## src/hw/video_input_select_pkg.sv

```systemverilog
package video_input_select_pkg;

    // ------------------------------------------------------------
    // Register map
    // ------------------------------------------------------------
    localparam logic [7:0] format_select_offset = 8'h00;
    localparam logic [7:0] sense_one_config_offset = 8'h5d;
    localparam logic [7:0] sense_two_config_offset = 8'h5e;
    localparam logic [7:0] sense_status_offset = 8'h60;

    // ------------------------------------------------------------
    // Field layout
    // ------------------------------------------------------------
    localparam int format_code_lsb = 0;
    localparam int format_code_width = 5;
    localparam int power_down_bit = 6;
    localparam int threshold_lsb = 2;
    localparam int threshold_width = 3;

    // ------------------------------------------------------------
    // Reset values
    // ------------------------------------------------------------
    localparam logic [4:0] format_code_reset = 5'h00;
    localparam logic power_down_reset = 1'b1;
    localparam logic [2:0] threshold_reset = 3'h3;

    // Slice level: millivolts = base + step * code
    localparam int threshold_base_mv = 75;
    localparam int threshold_step_mv = 150;

    // ------------------------------------------------------------
    // Format codes
    // ------------------------------------------------------------
    localparam logic [4:0] code_cvbs_last = 5'h07;
    localparam logic [4:0] code_yc_first = 5'h08;
    localparam logic [4:0] code_yc_last = 5'h0b;
    localparam logic [4:0] code_comp_first = 5'h0c;
    localparam logic [4:0] code_comp_last = 5'h0d;
    localparam logic [4:0] code_diff_first = 5'h0e;
    localparam logic [4:0] code_diff_last = 5'h11;

    localparam int analog_input_count = 8;
    localparam int sense_pin_count = 2;

    typedef enum logic [2:0] {
        fmt_none = 3'b000,
        fmt_cvbs = 3'b001,
        fmt_diff_cvbs = 3'b010,
        fmt_luma_chroma = 3'b011,
        fmt_component = 3'b100
    } video_format_t;

    typedef struct packed {
        logic valid;
        video_format_t format;
        logic [2:0] first;
        logic [2:0] second;
        logic [2:0] third;
        logic [7:0] used;
    } route_t;

endpackage : video_input_select_pkg

```

## src/hw/video_input_select_stb_diag.sv

```systemverilog
`timescale 1ns/100ps

// Operation
// Five-bit format code, reserved codes route nothing
// Format code also sets decoder core format
// Composite codes 0-7 per variant mapping
// Four-input composite: codes 0,1,6,7 only
// Codes 8-11 select luma/chroma pairs
// Codes 12,13 select component triples
// Codes 14-17 select differential pairs
// Composite routing powers down unused inputs
// Host uses manual routing for four-input component
// Sense above slice level is an event
// Event raises interrupt request pin
// Status shows which sense pin tripped
// Diagnostics disabled after reset
// Bit 6 power-down per pin, default one
// Three-bit slice level, default 011
// Host powers up before trusting slice level
// Synchronise, edge detect, sticky per-pin flag
// Interrupt held while any flag set
module video_input_select_stb_diag #(
    parameter int input_count = 8
) (
    // Clock and reset
    input wire logic clock,
    input wire logic rst,
    // Register port
    input wire logic [7:0] reg_addr,
    input wire logic [7:0] reg_wdata,
    input wire logic reg_wr,
    input wire logic reg_rd,
    output logic [7:0] reg_rdata,
    // Analog routing
    output logic [7:0] analog_input_power_down,
    output logic route_valid,
    output video_input_select_pkg::video_format_t decoder_core_format,
    output logic [2:0] route_first_input,
    output logic [2:0] route_second_input,
    output logic [2:0] route_third_input,
    // Diagnostic comparators
    input wire logic diag_sense_pin_one,
    input wire logic diag_sense_pin_two,
    output logic sense_one_power_down,
    output logic sense_two_power_down,
    output logic [2:0] sense_one_threshold,
    output logic [2:0] sense_two_threshold,
    output logic interrupt_request_pin
);

    // ------------------------------------------------------------
    // Routing decode
    // ------------------------------------------------------------
    // Pair slot k (0..3) to first input index, per variant; 8 flags reserved
    function automatic logic [3:0] pair_base(input logic [1:0] k);
        logic [3:0] base;
        base = 4'h8;
        if (input_count == 8) begin
            base = {1'b0, k, 1'b0};
        end else if (input_count == 6) begin
            case (k)
                2'h0: base = 4'h0;
                2'h1: base = 4'h2;
                2'h3: base = 4'h4;
                default: base = 4'h8;
            endcase
        end else begin
            case (k)
                2'h0: base = 4'h0;
                2'h3: base = 4'h2;
                default: base = 4'h8;
            endcase
        end
        return base;
    endfunction : pair_base

    function automatic video_input_select_pkg::route_t decode_route(input logic [4:0] code);
        video_input_select_pkg::route_t r;
        logic [3:0] base;
        logic [4:0] slot;
        r = '0;
        r.format = video_input_select_pkg::fmt_none;
        base = 4'h8;
        slot = 5'h00;
        if (code <= video_input_select_pkg::code_cvbs_last) begin
            if (input_count == 8) begin
                base = {1'b0, code[2:0]};
            end else if (code[2:1] == 2'b11) begin
                base = (input_count == 6) ? {1'b0, 3'(code[2:0] - 3'h2)}
                                          : {1'b0, 3'(code[2:0] - 3'h4)};
            end else if (code[2] == 1'b0 && (input_count == 6 || code[1] == 1'b0)) begin
                base = {1'b0, code[2:0]};
            end
            if (!base[3]) begin
                r.valid = 1'b1;
                r.format = video_input_select_pkg::fmt_cvbs;
                r.first = base[2:0];
                r.used = 8'h01 << base[2:0];
            end
        end else if (code <= video_input_select_pkg::code_yc_last) begin
            slot = 5'(code - video_input_select_pkg::code_yc_first);
            base = pair_base(slot[1:0]);
            if (!base[3]) begin
                r.valid = 1'b1;
                r.format = video_input_select_pkg::fmt_luma_chroma;
            end
        end else if (code <= video_input_select_pkg::code_comp_last) begin
            slot = 5'(code - video_input_select_pkg::code_comp_first);
            if (input_count == 8 || (input_count == 6 && slot[0] == 1'b0)) begin
                base = slot[0] ? 4'h3 : 4'h0;
                r.valid = 1'b1;
                r.format = video_input_select_pkg::fmt_component;
                r.first = base[2:0];
                r.second = 3'(base[2:0] + 3'h1);
                r.third = 3'(base[2:0] + 3'h2);
                r.used = 8'h07 << base[2:0];
            end
        end else if (code <= video_input_select_pkg::code_diff_last) begin
            slot = 5'(code - video_input_select_pkg::code_diff_first);
            base = pair_base(slot[1:0]);
            if (!base[3]) begin
                r.valid = 1'b1;
                r.format = video_input_select_pkg::fmt_diff_cvbs;
            end
        end
        if (r.valid && (r.format == video_input_select_pkg::fmt_luma_chroma ||
                        r.format == video_input_select_pkg::fmt_diff_cvbs)) begin
            r.first = base[2:0];
            r.second = 3'(base[2:0] + 3'h1);
            r.used = 8'h03 << base[2:0];
        end
        return r; // Codes above the differential range stay invalid
    endfunction : decode_route

    // ------------------------------------------------------------
    // Registers
    // ------------------------------------------------------------
    logic [4:0] input_format_code;
    logic [1:0] event_flag;
    logic [1:0] event_rise;
    logic [1:0] flag_clear;
    video_input_select_pkg::route_t next_route;

    always_ff @(posedge clock or posedge rst) begin
        if (rst) begin
            input_format_code <= video_input_select_pkg::format_code_reset;
        end else if (reg_wr && reg_addr == video_input_select_pkg::format_select_offset) begin
            input_format_code <= reg_wdata[4:0];
        end
    end

    always_ff @(posedge clock or posedge rst) begin
        if (rst) begin
            sense_one_power_down <= video_input_select_pkg::power_down_reset;
            sense_one_threshold <= video_input_select_pkg::threshold_reset;
        end else if (reg_wr && reg_addr == video_input_select_pkg::sense_one_config_offset) begin
            sense_one_power_down <= reg_wdata[video_input_select_pkg::power_down_bit];
            sense_one_threshold <= reg_wdata[video_input_select_pkg::threshold_lsb +: 3];
        end
    end

    always_ff @(posedge clock or posedge rst) begin
        if (rst) begin
            sense_two_power_down <= video_input_select_pkg::power_down_reset;
            sense_two_threshold <= video_input_select_pkg::threshold_reset;
        end else if (reg_wr && reg_addr == video_input_select_pkg::sense_two_config_offset) begin
            sense_two_power_down <= reg_wdata[video_input_select_pkg::power_down_bit];
            sense_two_threshold <= reg_wdata[video_input_select_pkg::threshold_lsb +: 3];
        end
    end

    // Read data registered one cycle after the strobe; unmapped reads give zero
    always_ff @(posedge clock or posedge rst) begin
        if (rst) begin
            reg_rdata <= 8'h00;
        end else if (reg_rd) begin
            case (reg_addr)
                video_input_select_pkg::format_select_offset:
                    reg_rdata <= {3'h0, input_format_code};
                video_input_select_pkg::sense_one_config_offset:
                    reg_rdata <= {1'b0, sense_one_power_down, 1'b0, sense_one_threshold, 2'h0};
                video_input_select_pkg::sense_two_config_offset:
                    reg_rdata <= {1'b0, sense_two_power_down, 1'b0, sense_two_threshold, 2'h0};
                video_input_select_pkg::sense_status_offset:
                    reg_rdata <= {6'h00, event_flag};
                default:
                    reg_rdata <= 8'h00;
            endcase
        end
    end

    // ------------------------------------------------------------
    // Routing outputs
    // ------------------------------------------------------------
    always_comb begin
        next_route = decode_route(input_format_code);
    end

    always_ff @(posedge clock or posedge rst) begin
        if (rst) begin
            route_valid <= 1'b0;
            decoder_core_format <= video_input_select_pkg::fmt_none;
            route_first_input <= 3'h0;
            route_second_input <= 3'h0;
            route_third_input <= 3'h0;
            analog_input_power_down <= 8'hff;
        end else begin
            route_valid <= next_route.valid;
            decoder_core_format <= next_route.format;
            route_first_input <= next_route.first;
            route_second_input <= next_route.second;
            route_third_input <= next_route.third;
            // Reserved codes use nothing, so every channel drops
            analog_input_power_down <= ~next_route.used;
        end
    end

    // ------------------------------------------------------------
    // Short-to-battery diagnostics
    // ------------------------------------------------------------
    // Comparator outputs are asynchronous to this clock
    sense_event_detect sense_one (
        .clock(clock),
        .rst(rst),
        .compare_async(diag_sense_pin_one),
        .enable(~sense_one_power_down),
        .rise(event_rise[0])
    );

    sense_event_detect sense_two (
        .clock(clock),
        .rst(rst),
        .compare_async(diag_sense_pin_two),
        .enable(~sense_two_power_down),
        .rise(event_rise[1])
    );

    assign flag_clear = (reg_wr && reg_addr == video_input_select_pkg::sense_status_offset)
                        ? reg_wdata[1:0] : 2'b00;

    // Write one to clear; a new edge in the same cycle wins
    always_ff @(posedge clock or posedge rst) begin
        if (rst) begin
            event_flag <= 2'b00;
        end else begin
            event_flag <= (event_flag & ~flag_clear) | event_rise;
        end
    end

    always_ff @(posedge clock or posedge rst) begin
        if (rst) begin
            interrupt_request_pin <= 1'b0;
        end else begin
            interrupt_request_pin <= |event_flag;
        end
    end

endmodule : video_input_select_stb_diag

```

## src/hw/sense_event_detect.sv

```systemverilog
`timescale 1ns/100ps

module sense_event_detect (
    // Clock and reset
    input wire logic clock,
    input wire logic rst,
    // Comparator side
    input wire logic compare_async,
    input wire logic enable,
    // Event out
    output logic rise
);

    logic meta;
    logic synced;
    logic prev;
    logic en_meta;
    logic en_synced;

    // Stage one feeds stage two only
    always_ff @(posedge clock or posedge rst) begin
        if (rst) begin
            meta <= 1'b0;
            synced <= 1'b0;
        end else begin
            meta <= compare_async;
            synced <= meta;
        end
    end

    // Enable delayed alongside the data, so samples taken while powered down never count
    always_ff @(posedge clock or posedge rst) begin
        if (rst) begin
            en_meta <= 1'b0;
            en_synced <= 1'b0;
        end else begin
            en_meta <= enable;
            en_synced <= en_meta;
        end
    end

    // Edge held back while powered down, so enabling over a high level still reports it
    always_ff @(posedge clock or posedge rst) begin
        if (rst) begin
            prev <= 1'b0;
            rise <= 1'b0;
        end else begin
            prev <= synced & en_synced;
            rise <= synced & en_synced & ~prev;
        end
    end

endmodule : sense_event_detect

```

## config.mk

```make
export PLATFORM = sky130hd
export DESIGN_NAME = video_input_select_stb_diag
export DESIGN_NICKNAME = d
export VERILOG_FILES = /design/src/hw/video_input_select_pkg.sv /design/src/hw/video_input_select_stb_diag.sv /design/src/hw/sense_event_detect.sv
export SDC_FILE = /design/constraint.sdc
export NUM_CORES = 1
export LEC_CHECK = 0
export ABC_CLOCK_PERIOD_IN_PS = 2500
export BUFFER_PORTS_ARGS = -buffer_cell sky130_fd_sc_hd__buf_2
export CORE_MARGIN = 3
export CORE_UTILIZATION = 52
export CTS_CLUSTER_DIAMETER = 150
export DETAILED_ROUTE_END_ITERATION = 7
export PLACE_DENSITY = 0.8
export SETUP_SLACK_MARGIN = 0.3
export SYNTH_ARGS = -nofsm -noshare
export SYNTH_HDL_FRONTEND = slang
export SYNTH_HIERARCHICAL = 1
export SYNTH_SLANG_ARGS = --single-unit
```

## constraint.sdc

```tcl
create_clock -name clock -period 2.5 [get_ports clock]
set_input_delay 0.125 -clock clock [delete_from_list [all_inputs] [get_ports clock]]
set_output_delay 0.125 -clock clock [all_outputs]
set_load 0.01 [all_outputs]
```

== Word level (Yosys, flattened, before mapping) ==
Index checks and enable logic that the tools add are counted.

* Latch bits: 0
* Bits in writable memories: 0
* Memories kept: 0
* Bits of input ports: 22
* Bits in registers: 57
* Memory bits (read-only): 0
* Logic and storage cells: 92
* Output and inout port bits: 38

* Add/subtract/negate cells: 6
* Shift-type cells: 3
* $lt $le $gt $ge: 4
* Eq/ne operators: 5
* Reductions and logical operators: 8
* Divide/modulo/power cells: 0
* Multiply operators: 0
* Mux-type cells: 28
* Bitwise gates (word level): 12

{| class="wikitable"
|+ Operators with widths
! operator !! count
|-
| $mux 4 || 12
|-
| $mux 16 || 2
|-
| $pmux 7 s4 || 1
|-
| $eq 8x7->1 const B || 3
|-
| $mux 8 || 3
|-
| $mux 7 || 2
|-
| $mux 3 || 4
|-
| $mux 6 || 2
|-
| $le 5x4->1 const B || 2
|-
| $logic_not 8->1 || 1
|-
| $not 8->8 || 1
|-
| $shl 1x3->8 const A || 1
|-
| $shl 2x3->8 const A || 1
|-
| $shl 3x2->8 const A || 1
|-
| $eq 3x2->1 const B || 2
|-
| $le 5x3->1 const B || 1
|-
| $le 5x5->1 const B || 1
|-
| $logic_and 1x1->1 || 5
|-
| $and 1x1->1 || 4
|-
| $mux 2 || 2
|-
| $not 1->1 || 4
|-
| $add 2x1->3 const B || 1
|-
| $add 2x2->3 const B || 1
|-
| $add 3x1->3 const B || 1
|-
| other kinds (8) || 8
|}

== Depth between registers and ports, before layout ==
Gate-level depths: netlist (run 1).

* Depth after elaboration: 15
* Mapped depth: 10
* Depth with buffers taken out: 9

== Hierarchy ==
The synthesis (run 1) kept the hierarchy.

{| class="wikitable"
|+ Modules (own cells, without submodules)
! module !! cells an instance !! area each (um2) !! times used
|-
| video_input_select_stb_diag || 183 || 2023.2 || 1
|-
| sense_event_detect || 9 || 168.9 || 2
|}

== Least setup slack after synthesis (run 1) ==
OpenSTA, ideal clock, no wires.

* Path kind: register to register
* Start point: register input_format_code[3]
* End point: register analog_input_power_down[4]
* Clock period less this slack: 2111 ps
* Data required time: 2419 ps
* Data arrival time: 2030 ps
* Setup slack: 389 ps
* Setup time: 81 ps
* Path buffers: 1
* Cell stages (with the launch flop): 11
* Cells stage by stage: dfrtp_1 -> clkbuf_1 -> or4b_2 -> nand2_1 -> nand2_1 -> o21ai_0 -> ha_1 -> mux2i_1 -> nor2_1 -> a21oi_1 -> a2bb2oi_1

* Longest elaborated chain between the ends: 10
* Elaborated cells between the ends (all ways): 22
* Those cells by class: order compare (4); eq/ne (2); shift (1); mux (12); bitwise (1); reduce/logical (2)

{| class="wikitable"
|+ Ends and longest elaborated chain
! item !! RTL line !! RTL
|-
| from (decl) || video_input_select_stb_diag.sv:138 || <nowiki>logic [4:0] input_format_code;</nowiki>
|-
| from (signal assigned) || video_input_select_stb_diag.sv:146 || <nowiki>input_format_code <= video_input_select_pkg::format_code_reset;</nowiki>
|-
| from (signal assigned) || video_input_select_stb_diag.sv:148 || <nowiki>input_format_code <= reg_wdata[4:0];</nowiki>
|-
| $le 5x5->1 || video_input_select_stb_diag.sv:118 || <nowiki>end else if (code <= video_input_select_pkg::code_diff_last) begin</nowiki>
|-
| $mux 4 || video_input_select_stb_diag.sv:118 ||
|-
| $mux 4 || video_input_select_stb_diag.sv:107 || <nowiki>end else if (code <= video_input_select_pkg::code_comp_last) begin</nowiki>
|-
| $mux 4 || video_input_select_stb_diag.sv:100 || <nowiki>end else if (code <= video_input_select_pkg::code_yc_last) begin</nowiki>
|-
| $mux 7 || video_input_select_stb_diag.sv:85 || <nowiki>if (code <= video_input_select_pkg::code_cvbs_last) begin</nowiki>
|-
| $eq 3x2->1 (on tied branches) || video_input_select_stb_diag.sv:126, video_input_select_stb_diag.sv:127 ||
|-
| $logic_or 1x1->1 || video_input_select_stb_diag.sv:126 || <nowiki>if (r.valid && (r.format == video_input_select_pkg::fmt_luma_chroma ||</nowiki>
|-
| $logic_and 1x1->1 || video_input_select_stb_diag.sv:126 ||
|-
| $mux 8 * || video_input_select_stb_diag.sv:126 ||
|-
| $not 8->8 * || video_input_select_stb_diag.sv:214 || <nowiki>analog_input_power_down <= ~next_route.used;</nowiki>
|-
| to (signal assigned) || video_input_select_stb_diag.sv:214 ||
|-
| to (decl) || video_input_select_stb_diag.sv:35 || <nowiki>output logic [7:0] analog_input_power_down,</nowiki>
|}

Every way passes the cells marked *; elsewhere a longest branch is shown, timed or not.
A chain may end at the register's enable or synchronous reset.

==> results of run 1 <==
==> power groups by stage <==
stage / logic (mW) / clock network [mW] / registers, mW
floorplan: 0.105 / 0 / 0.962
global placement: 0.180 / 0 / 0.952
detailed placement: 0.185 / 0 / 0.954
CTS: 0.189 / 0.722 / 0.938
global route: 0.212 / 0.758 / 0.942
finish: 0.189 / 0.699 / 0.937
==> flip-flops by register name (all words and copies together), names as in the netlist, 2 cells and up <==
name,count
reg_rdata,6
sense_two_threshold,3
decoder_core_format,3
event_flag,2
route_third_input,2
route_second_input,3
analog_input_power_down,8
sense_one_threshold,3
input_format_code,5
route_first_input,3
==> metal layers <==
metal  track usage [%]  up-vias  wire length, um
li1                  -      820                -
met1             26.06      836             2085
met2             30.88       51             2259
met3             5.198        7              284
met4             6.640        0               71
met5                 0        -                0
==> final cells by class <==
class | instances | area, sq um
flip-flops and latches | 54 | 1369
fillers | 332 | 1323
multi-input cells | 123 | 905.9
repair buffers | 65 | 357.8
clock buffers | 6 | 82.58
well taps | 50 | 62.56
clock inverters | 2 | 60.06
inverters | 11 | 41.29
==> cells by family (layout without fill, tap and decap cells) <==
group / after synthesis / in the layout
other: 1 / 2
AOI/OAI and AO/OA: 47 / 47
adders and majority gates: 2 / 2
buffers and inverters: 25 / 84
DFF: 54 / 54
and+or+nand+nor: 53 / 53
xor gates and xnor gates: 4 / 4
muxes: 15 / 15
==> Yosys cell counts, drive strengths merged (4+ instances only) <==
| library cell | number | area share [%] |
|---|---|---|
| a21oi | 5 | 1.1 |
| a22o | 10 | 3.8 |
| and2 | 5 | 1.3 |
| buf | 7 | 1.6 |
| clkbuf | 7 | 1.1 |
| dfrtp | 40 | 42 |
| dfstp | 14 | 16 |
| inv | 11 | 1.7 |
| mux2 | 13 | 6.2 |
| nand2 | 8 | 1.3 |
| nand2b | 4 | 1.1 |
| nand3 | 7 | 2.0 |
| nor2 | 7 | 1.1 |
| nor2b | 6 | 1.6 |
| nor3 | 4 | 1.3 |
| o21a | 5 | 1.6 |
| o21ai | 10 | 2.1 |
==> repair_timing <==
action                     4_1_cts  5_1_grt
hold endpoints to repair        42        0
gates resized for setup          2        5
hold buffers                     3        0
setup endpoints to repair        2        3
pin swaps                        0        1
buffers inserted                 0        1
==> worst paths after layout <==
path	endpoint	slack [ns]
hold reg to reg	sense_one/en_synced	0.35
max in group asynchronous	analog_input_power_down[6]	1.61
min in group asynchronous	sense_one/en_synced	0.29
setup / recovery	route_second_input[2]	0.49
hold / removal	sense_two_power_down	0.05
setup reg to reg	route_second_input[2]	0.49
==> layout by cell type, fill, tap and decap left out, drive strengths merged, types with 3 or more instances in the layout <==
cell type | Yosys | layout
a21oi | 5 | 5
nand3 | 7 | 7
buf | 7 | 62
nor2b | 6 | 6
mux2 | 13 | 13
nand4 | 3 | 3
nor3 | 4 | 4
nand2b | 4 | 4
xnor2 | 3 | 3
inv | 11 | 11
a22o | 10 | 10
dlygate4sd3 | 0 | 3
dfstp | 14 | 14
and2 | 5 | 5
a21boi | 3 | 3
nand2 | 8 | 8
clkbuf | 7 | 6
o22ai | 3 | 3
o21a | 5 | 5
a32o | 3 | 3
nor2 | 7 | 7
o21ai | 10 | 10
dfrtp | 40 | 40
==> results by group, run 1 <==
Finish
  – NumNets Final: 284
  – # diodes: 0
  – Final Cell Area: 0.002879 sq mm
  – Share of cells above drive strength 1: 40.61%
  – Final design utilization: 68.52%
  – P&R area growth vs syn: 21.94%
  – Non-filler cells, final: 311

Setup path
  – Crit path top cell by count: nand2_1
  – CP cell instances: or4b_4 -> nand2_1 -> nand2_1 -> o21ai_2 -> ha_2 -> buf_4 -> xnor2_1 -> a21oi_1 -> o22ai_1
  – CP Depth: 9
  – Crit path max fanout: 5
  – Crit Path Class: reg2reg
  – Crit path DAT: 2.19 ns
  – Reg2Reg Depth: 9
  – Crit-path leading delay family: simple AND/OR/NAND/NOR gates
  – Setup crit start: input_format_code[1]
  – CP required: 2.68 ns
  – Worst stage delay on the critical path: 0.58 ns
  – Startpoint class of the critical path: flip-flop
  – Worst path bufs/invs: 1
  – Crit path capture type: flip-flop
  – Reg-to-Reg Start: input_format_code[1]
  – Critical path's slowest cell: or4b_4

Clock network
  – Root Driver: clkbuf_8
  – Maximum clock path buffer count: 2
  – CTS tree: done
  – # clock sinks: 54
  – Latest clock arrival within the worst-skew pair: 0.31 ns
  – Htree depth: 2
  – Num CTS Buffers: 5
  – Worst-path clk slew: 0.09 ns

Power and ir drop
  – Static Leak: 1.351 nW
  – Sw Pwr: 0.4006 mW
  – Switching share of power: 21.95%
  – Worst vdd ir: 0.4309 mV
  – Reg power frac: 51.4%
  – Power Total: 1.825 mW
  – Comb pwr share: 10.3%
  – Clock share of power: 38.3%
  – Pwr Density: 634.1 mW/mm^2
  – Internal power: 1.425 mW

Routing
  – # DRC: 0
  – Total Wirelength: 4700 um
  – Via count: 1714
  – First DRT Iteration DRCs: 111
  – Wire length per cell: 15.11 um
  – Drt first pass iters: 4
  – Avg Vias per Cell: 5.511
  – DRT antenna net count: 0

Logic synthesis
  – Synth unique cells: 43
  – Synth Area in Compound Gates: 14.20%
  – FFs w/ async S/R, synth: 100.0%
  – Post-synthesis sequential area ratio: 57.98%
  – Synth warn: 6
  – Adder-Cell Fraction of Synth Area: 1.060%
  – Mux cell area share after synthesis: 7.048%
  – Synth Area in Simple Gates: 13.62%
  – Flops & latches, synth: 54
  – Post-Syn Instances: 201
  – Avg Cell Area, Syn: 11.75 sq um
  – Synth Flop Type: dfrtp_1
  – Main combinational cell family by area after synthesis: compound AO/OA/AOI/OAI gates
  – Xor and xnor area share after synthesis: 1.484%
  – Post-synth EDFFs: 0
  – Cell Area, Synth: 0.002361 sq mm

Hold path
  – Hold_sp: reg_wdata[6]
  – Worst Hold Class: in2reg
  – WHS Path Cells: 2

Floorplan
  – Die Wd: 73.38 um
  – Io pins: 60
  – Initial Utilization: 56.19%
  – Die Y: 73.38 um
  – Die Area: 0.005385 sq mm
  – Core outline area: 0.004202 sq mm
  – Rows: 23

Place
  – GP Congestion: 0.8340
  – # port buffers: 55
  – Setup WS pre-CTS: 0.3013 ns
  – # placed instances: 299
  – Area after DPL: 0.002684 sq mm
  – Final HPWL DP: 3280 um

Timing
  – Final setup viols: 0
  – Slew margin rel.: 60.19%
  – RSZ-0062 raised after global routing: false
  – Clock Skews: 0.01088 ns
  – Period utilisation layout: 80.51%
  – Final hold slack: 0.05433 ns
  – Setup ws final: 0.4873 ns
  – Hold Fails Final Rpt: 0
  – Fin crit period: 2.013 ns
  – Setup TNS: 0 ns
  – Max Transition Viols Final: 0
  – Fmax achieved: 0.4969 GHz
  – Worst slew pin tran: 0.5949 ns

GRT
  – Initial antenna violation count: 0
  – Overall Global Routing Usage: 19.50%
  – Largest net degree at the start of global routing: 43
  – Grt ovf: 0
  – Vias in the first global route: 1674
  – First-pass GRT wire length: 7941 um

Job
  – Max Cap Viol: 0

Run status
  – Status: completed
Note: power is estimated with default switching activity, not from simulation.
==> run 2: changes to the inputs <==
- ABC_CLOCK_PERIOD_IN_PS: 2500 -> 2070
- clock period: 2.5 -> 2.07 ns (I/O delays scaled with it)
==> results by group, run 2 (synthesis results as in run 1) <==
Place
  – # port buffers: 55
  – GP Congestion: 0.8244
  – Final HPWL DP: 3293 um
  – Setup WS pre-CTS: 0.1026 ns

Setup path
  – CP required: 2.31 ns
  – Reg-to-Reg Start: input_format_code[3]
  – RR Endpoint: analog_input_power_down[4]
  – Crit path DAT: 2.14 ns
  – Reg2Reg Depth: 9
  – FF-to-FF setup slack: 0.17 ns
  – Crit Path Class: reg2reg
  – Crit path max fanout: 4
  – Startpoint class of the critical path: flip-flop
  – Crit path capture type: flip-flop

Clock network
  – Num CTS Buffers: 5
  – Worst-path clk slew: 0.10 ns
  – Root Driver: clkbuf_8
  – Maximum clock path buffer count: 2
  – # clock sinks: 54
  – Htree depth: 2
  – CTS tree: done
  – Latest clock arrival within the worst-skew pair: 0.32 ns

Routing
  – Avg Vias per Cell: 5.563
  – Wire length per cell: 15.05 um
  – DRT antenna net count: 0
  – Via count: 1769
  – Total Wirelength: 4787 um
  – # DRC: 0
  – Drt first pass iters: 4
  – First DRT Iteration DRCs: 257

GRT
  – Largest net degree at the start of global routing: 43
  – Overall Global Routing Usage: 19.26%
  – Vias in the first global route: 1636
  – Grt ovf: 0
  – Initial antenna violation count: 0
  – First-pass GRT wire length: 7852 um

Floorplan
  – Die Wd: 73.38 um
  – Core outline area: 0.004202 sq mm
  – Die Area: 0.005385 sq mm
  – Initial Utilization: 56.19%
  – Rows: 23
  – Die Y: 73.38 um
  – Io pins: 60

Finish
  – Area of the multi-input gates: 932.1 sq um
  – Final design utilization: 69.24%
  – # diodes: 0
  – Top flop regs: analog_input_power_down: 8 flops, reg_rdata: 6 flops, input_format_code: 5 flops
  – Max reg flops: 8
  – Register name with the most flops: analog_input_power_down
  – Fillers: 308
  – Share of cells above drive strength 1: 44.03%
  – Most frequent cells in the layout: buf_2, dfrtp_1, dfstp_2, mux2_2, buf_4
  – NumNets Final: 291
  – FF+latch area: 0.001369 sq mm
  – Most common cell after layout, fill and taps aside: buf_2
  – P&R area growth vs syn: 23.21%

Power and ir drop
  – Power Total: 1.958 mW
  – Static Leak: 1.366 nW
  – Pwr Density: 673.0 mW/mm^2
  – Worst vdd ir: 0.3803 mV

Timing
  – RSZ-0062 raised after global routing: true
  – Setup TNS: 0 ns
  – Max Transition Viols Final: 0
  – Fmax achieved: 0.5260 GHz
  – Setup ws final: 0.1689 ns
  – Clock Skews: 0.01357 ns
  – Slew margin rel.: 61.04%
  – Hold Fails Final Rpt: 0
  – Worst slew pin tran: 0.5822 ns
  – Fin crit period: 1.901 ns
  – Period utilisation layout: 91.84%
  – Final setup viols: 0

Job
  – Max Cap Viol: 0

Run status
  – Status: completed

Hold path
  – WHS Path Cells: 2
  – Hold_sp: reg_wdata[6]
  – Worst Hold Class: in2reg
  – Worst Hold End: sense_two_power_down
run 2: cell count changes in the layout (fill, tap and decap cells not counted), moves of 2 or more:
cell | before | now
nand2_2 | 0 | 3
bufinv_16 | 2 | 0
nand2_1 | 8 | 5
buf_4 | 7 | 12
buf_6 | 0 | 2
run 2: area by class of cell:
| type | instances | area share, % |
|---|---|---|
| Clock buffer | 6 | 2.495 |
| Inverter | 11 | 1.419 |
| Tap cell | 50 | 2.151 |
| Timing Repair Buffer | 72 | 14.37 |
| Sequential cell | 54 | 47.05 |
| Clock inverter | 2 | 0.4731 |
| Multi-Input combinational cell | 123 | 32.04 |
run 2: worst max-delay path by stage:
stage / from / endpoint / slack, ns / cells past startpoint
global route: input_format_code[3] / analog_input_power_down[4] / 0.04 / 9
finish: input_format_code[3] / analog_input_power_down[4] / 0.17 / 9
detailed placement: input_format_code[1] / analog_input_power_down[2] / 0.10 / 8
floorplan: input_format_code[3] / analog_input_power_down[4] / 0.15 / 10
global placement: input_format_code[3] / analog_input_power_down[2] / 0.16 / 9
CTS: input_format_code[3] / analog_input_power_down[4] / 0.17 / 9
run 2: report_power, final:
group	switching, mW	total [mW]	internal [mW]	leakage, nW
Clock	0.341	0.580	0.239	0.0452
Sequential	0.0175	1.13	1.11	0.640
Combinational	0.142	0.249	0.107	0.680
Total	0.501	1.96	1.46	1.37
run 2: routing by layer:
| metal | global-route usage (%) | vias up | wire [um] |
|---|---|---|---|
| li1 | - | 835 | - |
| met5 | 0 | - | 0 |
| met4 | 7.243 | 0 | 73 |
| met2 | 28.20 | 77 | 2273 |
| met3 | 5.198 | 6 | 393 |
| met1 | 27.47 | 851 | 2046 |
run 2: timing repair:
item,CTS,global route
hold buffers,3,0
hold endpoints to repair,42,0
resized for setup,3,10
pin swaps,5,7
endpoints found under the setup margin,6,6
setup buffers,2,2
cloned,0,0
run 2: worst max-delay path: stages (launching register included):
cell and delay (ns):
dfrtp_1 0.41, or4b_4 0.55, nand2_2 0.08, nand2_2 0.07, o21ai_2 0.07, ha_2 0.22, mux2i_1 0.08, nor2_1 0.14
a21oi_1 0.09, a2bb2oi_1 0.14
run 2: per-stage QoR:
step	hold WS (ns)	cell area (sq um)	std cells
2_1_floorplan	-0.1055	2374	202
3_3_place_gp	0.03770	2720	303
3_5_place_dp	0.03817	2720	303
4_1_cts	0.01901	2860	316
5_1_grt	0.02884	2909	318
6_report	0.02053	2909	318
==> run 3: changes to the inputs <==
--- a/config.mk
+++ b/config.mk
@@ -9,3 +9,3 @@
 export BUFFER_PORTS_ARGS = -buffer_cell sky130_fd_sc_hd__buf_2
-export CORE_MARGIN = 3
+export CORE_MARGIN = 10
 export CORE_UTILIZATION = 52
==> constraint.sdc (replaced) <==
create_clock -name clock -period 2.07 [get_ports clock]
set_input_delay 0.414 -clock clock [delete_from_list [all_inputs] [get_ports clock]]
set_output_delay 0.414 -clock clock [all_outputs]
set_load 0.01 [all_outputs]
==> results by group, run 3 (synthesis results as in run 1) <==
Run status
  – Status: completed

Routing
  – Drt first pass iters: 4
  – Avg Vias per Cell: 5.404
  – DRT antenna net count: 0
  – # DRC: 0
  – Via count: 1713
  – Wire length per cell: 15.91 um
  – First DRT Iteration DRCs: 152
  – Total Wirelength: 5045 um

Finish
  – Top flop regs: analog_input_power_down: 8 flops, reg_rdata: 6 flops, input_format_code: 5 flops
  – Max reg flops: 8
  – Register name with the most flops: analog_input_power_down
  – # diodes: 0
  – Non-filler cells, final: 317
  – NumNets Final: 288
  – Share of cells above drive strength 1: 45.66%
  – Most frequent cells in the layout: buf_2, dfrtp_1, dfstp_2, mux2_2, buf_4
  – Most common cell after layout, fill and taps aside: buf_2
  – P&R area growth vs syn: 24.48%

Place
  – # port buffers: 55
  – GP Congestion: 0.8492
  – Final HPWL DP: 3765 um
  – # placed instances: 307

Setup path
  – Crit path capture type: flip-flop
  – Crit path DAT: 2.12 ns
  – Startpoint class of the critical path: flip-flop
  – Crit Path Class: reg2reg
  – Reg-to-Reg Start: input_format_code[1]
  – Crit path max fanout: 4
  – RR Endpoint: analog_input_power_down[4]
  – Reg2Reg Depth: 9
  – CP required: 2.31 ns
  – FF-to-FF setup slack: 0.18 ns

Timing
  – Period utilisation layout: 91.19%
  – Max Transition Viols Final: 0
  – Final setup viols: 0
  – Clock Skews: 0.008003 ns
  – Setup TNS: 0 ns
  – Fmax achieved: 0.5297 GHz
  – Fin crit period: 1.888 ns
  – Hold Fails Final Rpt: 0
  – RSZ-0062 raised after global routing: true
  – Slew margin rel.: 66.46%
  – Worst slew pin tran: 0.5032 ns

Clock network
  – Num CTS Buffers: 5
  – CTS tree: done
  – Latest clock arrival within the worst-skew pair: 0.31 ns
  – Htree depth: 2
  – Worst-path clk slew: 0.10 ns
  – Root Driver: clkbuf_8
  – Maximum clock path buffer count: 2
  – # clock sinks: 54

Floorplan
  – Rows: 24
  – Die Y: 87.38 um
  – Io pins: 60
  – Initial Utilization: 53.85%
  – Die Area: 0.007635 sq mm
  – Die Wd: 87.38 um
  – Core outline area: 0.004384 sq mm

Job
  – Max Cap Viol: 0

Power and ir drop
  – Static Leak: 1.376 nW
  – Pwr Density: 746.4 mW/mm^2
  – Power Total: 2.194 mW
  – Worst vdd ir: 0.4347 mV

GRT
  – Overall Global Routing Usage: 13.29%
  – First-pass GRT wire length: 8204 um
  – Grt ovf: 0
  – Largest net degree at the start of global routing: 43
  – Vias in the first global route: 1786
  – Initial antenna violation count: 0

Hold path
  – Worst Hold Class: in2async
## run 3: metal layers
layer / part of all wire, % / wire [um] / GRT usage [%]
met3: 7.5 / 377 / 4.682
met2: 49 / 2453 / 21.36
met5: 0 / 0 / 0
met1: 42 / 2130 / 16.25
met4: 1.6 / 83 / 4.203
## run 3: how the worst max path moves through the flow
stage	from	endpoint	cells past startpoint
2_1_floorplan	input_format_code[3]	analog_input_power_down[4]	10
3_3_place_gp	input_format_code[1]	analog_input_power_down[2]	8
3_5_place_dp	input_format_code[1]	analog_input_power_down[2]	8
4_1_cts	input_format_code[3]	analog_input_power_down[4]	9
5_1_grt	input_format_code[3]	analog_input_power_down[4]	9
6_report	input_format_code[1]	analog_input_power_down[4]	9
## run 3: stage by stage
step	area (sq um)	utilization, %	setup WS (ns)	hold slack, ns
floorplan	2374	-	0.1517	0.2050
global placement	2738	62.44	0.1609	0.3313
detailed placement	2738	62.44	0.1263	0.3363
CTS	2895	66.04	0.1402	0.008812
global route	2939	67.04	0.04470	0.01037
finish	2939	67.04	0.1823	0.008119
## run 3: critical path, cell delays in order, from the launching register on
cell and delay [ns]:
dfrtp_1 0.39, or4b_4 0.55, nand2_2 0.08, nand2_2 0.07, o21ai_2 0.07, ha_2 0.22
mux2i_1 0.08, nor2_1 0.14, a21oi_1 0.08, a2bb2oi_1 0.14
## run 3: where the power goes
group          internal (mW)  leakage [nW]  switching [mW]
clock network          0.484        0.0683           0.334
logic                  0.104         0.667           0.143
registers               1.11         0.640          0.0182
total                   1.70          1.38           0.495
## run 3: area by class of cell
| type | instances | area [sq um] |
|---|---|---|
| Sequential cell | 54 | 1369 |
| Clock buffer | 5 | 68.82 |
| Timing Repair Buffer | 69 | 387.9 |
| Inverter | 11 | 41.29 |
| Fill cell | 338 | 1445 |
| Multi-Input combinational cell | 123 | 938.4 |
| Clock inverter | 3 | 68.82 |
| Tap cell | 52 | 65.06 |
## run 3: repair_timing
item,in CTS,in global routing
cloned,0,0
hold buffers,0,0
setup buffers,1,1
pin swaps,6,9
endpoints found under the setup margin,6,6
resized for setup,6,11
